==> config.mk <==
export PLATFORM = sky130hd
export DESIGN_NAME = icyc_timing
export DESIGN_NICKNAME = d
export VERILOG_FILES = /design/src/logic/icyc_pkg.sv /design/src/logic/icyc_timing.sv /design/src/logic/icyc_ea_cost.sv
export SDC_FILE = /design/constraint.sdc
export NUM_CORES = 1
export LEC_CHECK = 0
export ABC_AREA = 0
export BUFFER_PORTS_ARGS = -buffer_cell sky130_fd_sc_hd__buf_4
export CAP_MARGIN = 5
export CORE_ASPECT_RATIO = 1.2
export CORE_UTILIZATION = 50
export DETAILED_ROUTE_END_ITERATION = 7
export HOLD_SLACK_MARGIN = 0.03
export MAX_ROUTING_LAYER = met4
export PLACE_DENSITY = 0.84
export SYNTH_ARGS = -nofsm -noshare
export SYNTH_HDL_FRONTEND = slang
export SYNTH_SLANG_ARGS = --single-unit
==> constraint.sdc <==
create_clock -name clk_sys -period 8.15 [get_ports clk_sys]
set_input_delay 1.63 -clock clk_sys [delete_from_list [all_inputs] [get_ports clk_sys]]
set_output_delay 1.63 -clock clk_sys [all_outputs]
set_load 0.02 [all_outputs]
==> src/logic/icyc_pkg.sv <==
// Constants, types and mode codes for the instruction cycle timing block.
// Assumes a single 25 MHz system clock and a synchronous active-high reset.
`default_nettype none

package icyc_pkg;

  // ---------------------------------------------------------------------
  // Clock and bus timing
  // ---------------------------------------------------------------------
  localparam int unsigned CLK_HZ        = 25_000_000;
  localparam int unsigned BUS_CYC_CLKS  = 4;
  localparam logic [7:0]  BUS_CYC_W     = 8'h04;

  localparam int CW = 8;  // clock count width
  localparam int BW = 3;  // bus cycle count width

  typedef logic [CW-1:0] icyc_clk_t;
  typedef logic [BW-1:0] icyc_bus_t;

  // ---------------------------------------------------------------------
  // Addressing modes
  // ---------------------------------------------------------------------
  typedef enum logic [3:0] {
    ICYC_EA_DREG  = 4'h0,
    ICYC_EA_AREG  = 4'h1,
    ICYC_EA_IND   = 4'h2,
    ICYC_EA_POST  = 4'h3,
    ICYC_EA_PRE   = 4'h4,
    ICYC_EA_DISP  = 4'h5,
    ICYC_EA_INDEX = 4'h6,
    ICYC_EA_ABSW  = 4'h7,
    ICYC_EA_ABSL  = 4'h8,
    ICYC_EA_PCD   = 4'h9,
    ICYC_EA_PCX   = 4'ha,
    ICYC_EA_IMM   = 4'hb
  } icyc_ea_e;

  // Instruction classes covered by the block.
  typedef enum logic [3:0] {
    ICYC_OP_MOVE  = 4'h0,
    ICYC_OP_ADD   = 4'h1,
    ICYC_OP_SUB   = 4'h2,
    ICYC_OP_AND   = 4'h3,
    ICYC_OP_OR    = 4'h4,
    ICYC_OP_CMP   = 4'h5,
    ICYC_OP_EOR   = 4'h6,
    ICYC_OP_UNSIGNED_MULTIPLY  = 4'h7,
    ICYC_OP_SIGNED_MULTIPLY  = 4'h8,
    ICYC_OP_UNSIGNED_DIVIDE  = 4'h9,
    ICYC_OP_SIGNED_DIVIDE  = 4'ha,
    ICYC_OP_CLR   = 4'hb,
    ICYC_OP_NOT   = 4'hc,
    ICYC_OP_TST   = 4'hd
  } icyc_op_e;

  // Destination kind for standard instructions.
  typedef enum logic [1:0] {
    ICYC_DST_AREG = 2'h0,
    ICYC_DST_DREG = 2'h1,
    ICYC_DST_MEM  = 2'h2
  } icyc_dst_e;

  // Sequencer states, Gray along idle -> run -> done.
  typedef enum logic [1:0] {
    ICYC_ST_IDLE = 2'b00,
    ICYC_ST_RUN  = 2'b01,
    ICYC_ST_DONE = 2'b11
  } icyc_st_e;

  // ---------------------------------------------------------------------
  // Carriers
  // ---------------------------------------------------------------------
  typedef struct packed {
    icyc_op_e     op;
    logic         is_long;
    icyc_ea_e     src;
    icyc_ea_e     dst;
    icyc_dst_e    dkind;
    logic [15:0]  operand;
  } icyc_req_s;

  typedef struct packed {
    icyc_clk_t clks;
    icyc_bus_t reads;
    icyc_bus_t writes;
  } icyc_cost_s;

  typedef struct packed {
    icyc_cost_s cost;
    logic       illegal;
  } icyc_resp_s;

  // ---------------------------------------------------------------------
  // Fixed figures
  // ---------------------------------------------------------------------
  localparam icyc_clk_t C_MOVE_RR   = 8'h04;
  localparam icyc_clk_t C_STD_BW    = 8'h04;
  localparam icyc_clk_t C_STD_L     = 8'h06;
  localparam icyc_clk_t C_STD_L_RR  = 8'h08;
  localparam icyc_clk_t C_ADD_AN_BW = 8'h08;
  localparam icyc_clk_t C_CMP_AN    = 8'h06;
  localparam icyc_clk_t C_MEM_BW    = 8'h08;
  localparam icyc_clk_t C_MEM_L     = 8'h0c;
  localparam icyc_clk_t C_EOR_BW    = 8'h04;
  localparam icyc_clk_t C_EOR_L     = 8'h08;
  localparam icyc_clk_t C_MUL_BASE  = 8'h26;
  localparam icyc_clk_t C_MUL_MAX   = 8'h46;
  localparam icyc_clk_t C_SIGNED_DIVIDE_MAX  = 8'h9e;
  localparam icyc_clk_t C_UNSIGNED_DIVIDE_MAX  = 8'h8c;
  // Divider spread kept under a tenth of the worst case.
  localparam icyc_clk_t C_SIGNED_DIVIDE_SPAN = 8'h0f;
  localparam icyc_clk_t C_UNSIGNED_DIVIDE_SPAN = 8'h0d;
  localparam icyc_clk_t C_CLR_L     = 8'h06;
  localparam icyc_clk_t C_WR_MEM_BW = 8'h04;
  localparam icyc_clk_t C_WR_MEM_L  = 8'h08;
  localparam icyc_bus_t R_ONE       = 3'h1;
  localparam icyc_bus_t W_ONE       = 3'h1;
  localparam icyc_bus_t W_TWO       = 3'h2;
  localparam icyc_bus_t B_ZERO      = 3'h0;
  localparam int        MUL_SHIFT   = 1;

endpackage : icyc_pkg

`default_nettype wire

==> src/logic/icyc_timing.sv <==
// Instruction cycle timing model: computes clocks and bus cycles per request.
// Assumes requests from same-clock logic; wait_clks counts memory wait states.
`default_nettype none

module icyc_timing (
  input  wire logic                clk_sys,
  input  wire logic                rst,
  input  wire logic                req_valid,
  output logic                     req_ready,
  input  wire icyc_pkg::icyc_req_s req,
  input  wire logic [7:0]          wait_clks,
  output logic                     resp_valid,
  output var  icyc_pkg::icyc_resp_s resp_r
);

  // -----------------------------------------------------------------------
  // Request capture
  // -----------------------------------------------------------------------
  icyc_pkg::icyc_st_e   st_r;
  icyc_pkg::icyc_req_s  req_r;
  logic [7:0]           wait_r;
  icyc_pkg::icyc_cost_s src_cost;
  icyc_pkg::icyc_cost_s dst_cost;

  assign req_ready  = (st_r == icyc_pkg::ICYC_ST_IDLE);
  assign resp_valid = (st_r == icyc_pkg::ICYC_ST_DONE);

  always_ff @(posedge clk_sys) begin
    if (rst) begin
      st_r <= icyc_pkg::ICYC_ST_IDLE;
    end else begin
      case (st_r)
        icyc_pkg::ICYC_ST_IDLE: begin
          if (req_valid) begin
            st_r <= icyc_pkg::ICYC_ST_RUN;
          end
        end
        icyc_pkg::ICYC_ST_RUN:  st_r <= icyc_pkg::ICYC_ST_DONE;
        default:                st_r <= icyc_pkg::ICYC_ST_IDLE;
      endcase
    end
  end

  always_ff @(posedge clk_sys) begin
    if (rst) begin
      req_r  <= '0;
      wait_r <= 8'h00;
    end else if (req_valid && req_ready) begin
      req_r  <= req;
      wait_r <= wait_clks;
    end
  end

  // The lookups read the request on the edge that takes it, so that their
  // registered costs are ready in the run state; feeding them from the
  // captured copy would leave them one request behind.
  // A destination address never depends on the operand size, and a
  // predecrement destination costs no more than a plain indirect one.
  icyc_pkg::icyc_ea_e dst_mode;

  assign dst_mode = (req.dst == icyc_pkg::ICYC_EA_PRE) ? icyc_pkg::ICYC_EA_IND : req.dst;

  icyc_ea_cost u_src (
    .clk_sys (clk_sys),
    .rst     (rst),
    .mode    (req.src),
    .is_long (req.is_long),
    .cost_r  (src_cost)
  );

  icyc_ea_cost u_dst (
    .clk_sys (clk_sys),
    .rst     (rst),
    .mode    (dst_mode),
    .is_long (1'b0),
    .cost_r  (dst_cost)
  );

  // -----------------------------------------------------------------------
  // Multiply operand bit count
  // -----------------------------------------------------------------------
  logic [16:0] mul_ext;
  logic [15:0] bit_hit;
  logic [4:0]  mul_n;

  assign mul_ext = {req_r.operand, 1'b0};

  genvar gi;
  generate
    for (gi = 0; gi < 16; gi++) begin : g_bits
      assign bit_hit[gi] = (req_r.op == icyc_pkg::ICYC_OP_SIGNED_MULTIPLY)
                           ? (mul_ext[gi+1] ^ mul_ext[gi])
                           : req_r.operand[gi];
    end
  endgenerate

  always_comb begin
    mul_n = 5'h00;
    for (int i = 0; i < 16; i++) begin
      mul_n = mul_n + 5'(bit_hit[i]);
    end
  end

  // -----------------------------------------------------------------------
  // Cost assembly
  // -----------------------------------------------------------------------
  icyc_pkg::icyc_cost_s base;
  icyc_pkg::icyc_cost_s total;
  logic                 add_ea;
  logic                 illegal;
  logic                 src_reg;
  logic                 dst_reg;
  logic [7:0]           div_dep;

  assign src_reg = (req_r.src == icyc_pkg::ICYC_EA_DREG) ||
                   (req_r.src == icyc_pkg::ICYC_EA_AREG);
  assign dst_reg = (req_r.dst == icyc_pkg::ICYC_EA_DREG) ||
                   (req_r.dst == icyc_pkg::ICYC_EA_AREG);
  // Divide time varies only a little with the low operand bits.
  assign div_dep = {4'h0, req_r.operand[3:0]};

  always_comb begin
    base        = '0;
    base.reads  = icyc_pkg::R_ONE;
    base.writes = icyc_pkg::B_ZERO;
    add_ea      = 1'b1;
    illegal     = 1'b0;
    case (req_r.op)
      icyc_pkg::ICYC_OP_MOVE: begin
        base.clks = icyc_pkg::C_MOVE_RR;
        if (!dst_reg) begin
          base.clks   = base.clks + (req_r.is_long ? icyc_pkg::C_WR_MEM_L
                                                   : icyc_pkg::C_WR_MEM_BW);
          base.writes = req_r.is_long ? icyc_pkg::W_TWO : icyc_pkg::W_ONE;
        end
      end
      icyc_pkg::ICYC_OP_ADD, icyc_pkg::ICYC_OP_SUB,
      icyc_pkg::ICYC_OP_AND, icyc_pkg::ICYC_OP_OR,
      icyc_pkg::ICYC_OP_CMP: begin
        if (req_r.dkind == icyc_pkg::ICYC_DST_MEM) begin
          base.clks   = req_r.is_long ? icyc_pkg::C_MEM_L : icyc_pkg::C_MEM_BW;
          base.writes = req_r.is_long ? icyc_pkg::W_TWO : icyc_pkg::W_ONE;
          illegal     = (req_r.op == icyc_pkg::ICYC_OP_CMP);
        end else if (req_r.is_long) begin
          base.clks = icyc_pkg::C_STD_L;
          if ((src_reg || req_r.src == icyc_pkg::ICYC_EA_IMM) &&
              req_r.op != icyc_pkg::ICYC_OP_CMP) begin
            base.clks = icyc_pkg::C_STD_L_RR;
            add_ea    = 1'b0;
          end
        end else if (req_r.dkind == icyc_pkg::ICYC_DST_AREG) begin
          base.clks = (req_r.op == icyc_pkg::ICYC_OP_CMP) ? icyc_pkg::C_CMP_AN
                                                          : icyc_pkg::C_ADD_AN_BW;
        end else begin
          base.clks = icyc_pkg::C_STD_BW;
        end
      end
      icyc_pkg::ICYC_OP_EOR: begin
        if (req_r.dkind == icyc_pkg::ICYC_DST_MEM) begin
          base.clks   = req_r.is_long ? icyc_pkg::C_MEM_L : icyc_pkg::C_MEM_BW;
          base.writes = req_r.is_long ? icyc_pkg::W_TWO : icyc_pkg::W_ONE;
        end else begin
          base.clks = req_r.is_long ? icyc_pkg::C_EOR_L : icyc_pkg::C_EOR_BW;
          add_ea    = 1'b0;
          illegal   = (req_r.src != icyc_pkg::ICYC_EA_DREG);
        end
      end
      icyc_pkg::ICYC_OP_UNSIGNED_MULTIPLY, icyc_pkg::ICYC_OP_SIGNED_MULTIPLY: begin
        base.clks = icyc_pkg::C_MUL_BASE + icyc_pkg::icyc_clk_t'({mul_n, 1'b0});
      end
      icyc_pkg::ICYC_OP_SIGNED_DIVIDE: begin
        base.clks = icyc_pkg::C_SIGNED_DIVIDE_MAX - icyc_pkg::C_SIGNED_DIVIDE_SPAN
                    + (div_dep < icyc_pkg::C_SIGNED_DIVIDE_SPAN ? div_dep : icyc_pkg::C_SIGNED_DIVIDE_SPAN);
      end
      icyc_pkg::ICYC_OP_UNSIGNED_DIVIDE: begin
        base.clks = icyc_pkg::C_UNSIGNED_DIVIDE_MAX - icyc_pkg::C_UNSIGNED_DIVIDE_SPAN
                    + (div_dep < icyc_pkg::C_UNSIGNED_DIVIDE_SPAN ? div_dep : icyc_pkg::C_UNSIGNED_DIVIDE_SPAN);
      end
      icyc_pkg::ICYC_OP_CLR, icyc_pkg::ICYC_OP_NOT: begin
        if (src_reg) begin
          base.clks = req_r.is_long ? icyc_pkg::C_CLR_L : icyc_pkg::C_STD_BW;
        end else begin
          base.clks   = req_r.is_long ? icyc_pkg::C_MEM_L : icyc_pkg::C_MEM_BW;
          base.writes = req_r.is_long ? icyc_pkg::W_TWO : icyc_pkg::W_ONE;
        end
      end
      icyc_pkg::ICYC_OP_TST: begin
        base.clks = icyc_pkg::C_STD_BW;
      end
      default: begin
        illegal = 1'b1;
      end
    endcase
  end

  always_comb begin
    total = base;
    if (add_ea) begin
      total.clks  = base.clks + src_cost.clks;
      total.reads = base.reads + src_cost.reads;
    end
    if (req_r.op == icyc_pkg::ICYC_OP_MOVE && !dst_reg) begin
      total.clks  = total.clks + dst_cost.clks
                    - (dst_cost.reads != 3'h0 ? icyc_pkg::BUS_CYC_W : 8'h00);
      total.reads = total.reads + dst_cost.reads
                    - (dst_cost.reads != 3'h0 ? icyc_pkg::R_ONE : 3'h0);
    end
    total.clks = total.clks + wait_r;
  end

  always_ff @(posedge clk_sys) begin
    if (rst) begin
      resp_r <= '0;
    end else if (st_r == icyc_pkg::ICYC_ST_RUN) begin
      resp_r.cost    <= total;
      resp_r.illegal <= illegal;
    end
  end

endmodule : icyc_timing

`default_nettype wire

==> src/logic/icyc_ea_cost.sv <==
// Effective-address cost lookup: clocks and reads for one operand.
// Assumes mode and size come from same-clock logic; result is registered.
`default_nettype none

module icyc_ea_cost (
  input  wire logic               clk_sys,
  input  wire logic               rst,
  input  wire icyc_pkg::icyc_ea_e mode,
  input  wire logic               is_long,
  output var  icyc_pkg::icyc_cost_s cost_r
);

  icyc_pkg::icyc_cost_s cost_nxt;

  always_comb begin
    cost_nxt = '0;
    cost_nxt.writes = icyc_pkg::B_ZERO;
    case (mode)
      icyc_pkg::ICYC_EA_DREG,
      icyc_pkg::ICYC_EA_AREG: begin
        cost_nxt.clks  = 8'h00;
        cost_nxt.reads = 3'h0;
      end
      icyc_pkg::ICYC_EA_IND,
      icyc_pkg::ICYC_EA_POST,
      icyc_pkg::ICYC_EA_IMM: begin
        cost_nxt.clks  = is_long ? 8'h08 : 8'h04;
        cost_nxt.reads = is_long ? 3'h2 : 3'h1;
      end
      icyc_pkg::ICYC_EA_PRE: begin
        cost_nxt.clks  = is_long ? 8'h0a : 8'h06;
        cost_nxt.reads = is_long ? 3'h2 : 3'h1;
      end
      icyc_pkg::ICYC_EA_DISP,
      icyc_pkg::ICYC_EA_PCD,
      icyc_pkg::ICYC_EA_ABSW: begin
        cost_nxt.clks  = is_long ? 8'h0c : 8'h08;
        cost_nxt.reads = is_long ? 3'h3 : 3'h2;
      end
      icyc_pkg::ICYC_EA_INDEX,
      icyc_pkg::ICYC_EA_PCX: begin
        cost_nxt.clks  = is_long ? 8'h0e : 8'h0a;
        cost_nxt.reads = is_long ? 3'h3 : 3'h2;
      end
      icyc_pkg::ICYC_EA_ABSL: begin
        cost_nxt.clks  = is_long ? 8'h10 : 8'h0c;
        cost_nxt.reads = is_long ? 3'h4 : 3'h3;
      end
      default: begin
        cost_nxt.clks  = 8'h00;
        cost_nxt.reads = 3'h0;
      end
    endcase
  end

  always_ff @(posedge clk_sys) begin
    if (rst) begin
      cost_r <= '0;
    end else begin
      cost_r <= cost_nxt;
    end
  end

endmodule : icyc_ea_cost

`default_nettype wire

==> out/summary.txt <==
Outcome = complete, but fails checks
Failing checks = negative setup slack
Max-slew headroom = 0.281
Number of DRC markers in iteration 0 = 317
Hold Crit Class = flip-flop to flip-flop
Area delta synth->final = 24.0%
Number of antenna diodes = 0
Area share of the largest cell type after synthesis = 0.266
Setup TNS = -0.640 ns
DIE HEIGHT = 107 µm
Insertion delay of the later-clocked pin in the worst-skew pair = 0.35 ns
Most common cell type on the critical path = fa_1
Drt total wl = 12000 µm
Post-Place Cells = 790
Critical Path Source Type = flip-flop
Via count of the first global-routing pass = 4430
RSZ-0062 raised after global routing = true
Sinks on the clock net = 61
Net count, final = 780
Number of setup violations in the final report = 1
Clock transition time at the flip-flop clock pins of the worst setup and hold paths = 0.07 ns
FFs w/ async S/R, synth = 0
Final-report max-slew violation count = 0
Clock Skew = 0.00517 ns
Initial antenna violation count = 0
Fraction of final layout cells sized beyond drive strength 1 = 0.225
Number of standard cells in the layout, taps in and fillers out = 809
Std-Cell Rows = 37
Number of buffer cells added on primary ports = 57
Number of top-level design ports = 59
Overall fraction of global-route tracks in use = 0.276
Total via count after detailed routing = 4474
Fin Hold WS = 0.458 ns
Required @ worst endpoint = 8.38 ns
Total power per unit cell area = 205 mW/mm²
Maximum cell stage delay along the critical path = 0.59 ns
Sequential-to-total area share from yosys stat = 0.266
Instance count of the mapped netlist = 599
Leading cell type in the layout, fill and taps excluded = nand2_1
Setup slack on the worst flop-to-flop path = -0.64 ns
Master cell of the clock root buffer = clkbuf_8
Dominant synthesized flop cell = dfxtp_1
Maximum fanout encountered on the critical timing path = 11
Max H-tree Level = 3
Hold Crit Start = resp_r[13]
Summed area of non-filler cells in the final layout = 0.00570 mm²
Via density per instance = 5.53
Residual antenna-violating net count after detailed routing = 0
DP Wirelength = 9110 µm
Post-synth top area cell = dfxtp_1
Beginning of the critical path = req_r[27]
Synth Area per Inst = 7.67 µm²
Filler cells = 712
Path type of the worst setup path = flip-flop to flip-flop
Die Area = 0.00958 mm²
GP Congestion = 0.974
Final critical path time including I/O delays and setup = 8.79 ns
Actual slew at the worst max-slew pin = 1.08 ns
Max-cap violations = 0
Post-synth EDFFs = 0
Final worst setup slack = -0.640 ns
Wire length of the first global-routing pass = 19700 µm
Clock buffer count from CTS = 9
Maximum number of pins on one net before global-route repair = 64
Final hold viol count = 0
Tcrit/Tclk final = 1.08
Remaining routing DRC violations = 0
Yosys cell types = 62
Highest clock rate = 114 MHz
Slowest-stage cell, CP = fa_2
Flip-flop and latch count after synthesis = 61
Worst ir drop on vdd = 135 µV
Post-synthesis cell area = 0.00460 mm²
Die width = 89.5 µm
Average detailed-routed wire length per instance = 14.8 µm
Hold-fix buffer count after cts = 0
Leakage = 2.56 nW
Yosys synthesis warning count = 0
Arrival time at the worst endpoint = 9.02 ns
Synthesized netlist net count = 692
Synth top area cells = dfxtp_1, nand2_1, ha_1
Area post-placement = 0.00546 mm²
Worst Setup End Kind = flip-flop
Most used cells in the layout excluding fill and tap cells = nand2_1, buf_4, a21oi_1
Origin of the critical flop-to-flop path = req_r[27]
CTS tree = built
Total global routing overflow = 0
Area of the placeable core = 0.00875 mm²
Maximum clock insertion buffer count = 2
Starting Density = 0.525
Number of search-and-repair iterations in the first detailed-routing pass = 5
==> worst max-delay path, delay by kind of cell (launching register included) <==
kind	cells	cell delay, ns
adders and majority gates	11	4.41
xor gates and xnor gates	1	0.18
DFF	1	0.33
AOI/OAI and AO/OA	10	1.50
buffers and inverters	7	0.60
muxes	1	0.08
and+or+nand+nor	6	1.61
==> path summary, 6_finish.rpt <==
kind | to | cells past startpoint
max | resp_r[14] | 36
max reg2reg | resp_r[14] | 36
min | resp_r[13] | 2
min reg2reg | resp_r[13] | 2
==> repair_timing <==
item | 4_1_cts | 5_1_grt
setup buffers | 2 | 1
gates cloned | 0 | 0
endpoints found under the setup margin | 2 | 4
pin swaps | 1 | 4
gates resized for setup | 2 | 11
==> layer usage <==
metal,global-route usage,up-vias,wire length [µm],share of wire
met3,0.0462,35,407,0.034
met5,-,-,0,0
met1,0.300,2130,4780,0.40
met4,0.125,0,374,0.031
li1,-,2204,-,-
met2,0.483,105,6400,0.54
==> power breakdown <==
group	leakage, nW	total [mW]	internal, mW	switching, mW
sequential	0.500	0.336	0.319	0.0167
clock	0.0760	0.239	0.111	0.128
combinational	1.98	0.596	0.289	0.306
==> cells by family after synthesis <==
kind of cell               share of synthesized area
buffers and inverters                         0.0607
AOI/OAI and AO/OA                              0.202
xor gates and xnor gates                      0.0724
DFF                                            0.266
other                                       0.000816
and+or+nand+nor                                0.229
muxes                                        0.00653
adders and majority gates                      0.163
==> synthesized netlist by cell type, types with 2 or more instances <==
master,count
o22a_1,2
dfxtp_1,61
a22oi_1,2
o22ai_1,3
nor2b_1,11
a32oi_1,2
nor2_1,39
ha_1,36
nor3b_1,2
or2_2,2
clkbuf_1,24
a311oi_1,2
nand3_1,5
nor3_1,14
and3_1,5
fa_1,15
a22o_1,2
inv_1,38
o21bai_1,2
buf_2,4
xnor2_1,23
o211ai_2,2
mux2i_1,3
o211ai_1,2
or4_1,2
a21oi_1,75
a21o_1,13
a211oi_1,5
a2111oi_0,2
buf_1,2
xor2_1,15
nor4_1,4
and2_1,3
nand2_1,125
o21ai_0,16
nand2b_1,10
==> per-stage QoR <==
step	utilization	worst slack (ns)	total power, mW
6_report	0.651	-0.640	1.17
5_1_grt	0.651	-0.956	1.26
4_1_cts	0.646	-0.652	1.15
3_5_place_dp	0.624	-0.699	0.905
3_3_place_gp	0.624	-0.391	0.876
2_1_floorplan	-	-0.520	0.712
==> area by class of cell <==
cell class	count	area (µm²)	area share
clock buffer	11	131	0.0231
clock inverter	5	36.3	0.00637
inverter	38	143	0.0250
multi-input combinational	468	3190	0.559
sequential	61	1220	0.215
tap	117	146	0.0257
timing repair buffer	109	831	0.146
==> registers in the layout, summed over array words and instances, names as in the netlist <==
name / count
st_r: 2
resp_r: 14
mul_ext: 12
u_src.cost_r: 4
bit_hit: 1
div_dep: 3
u_dst.cost_r: 3
wait_r: 8
req_r: 14
No activity file was read; power rests on OpenSTA's default activity.
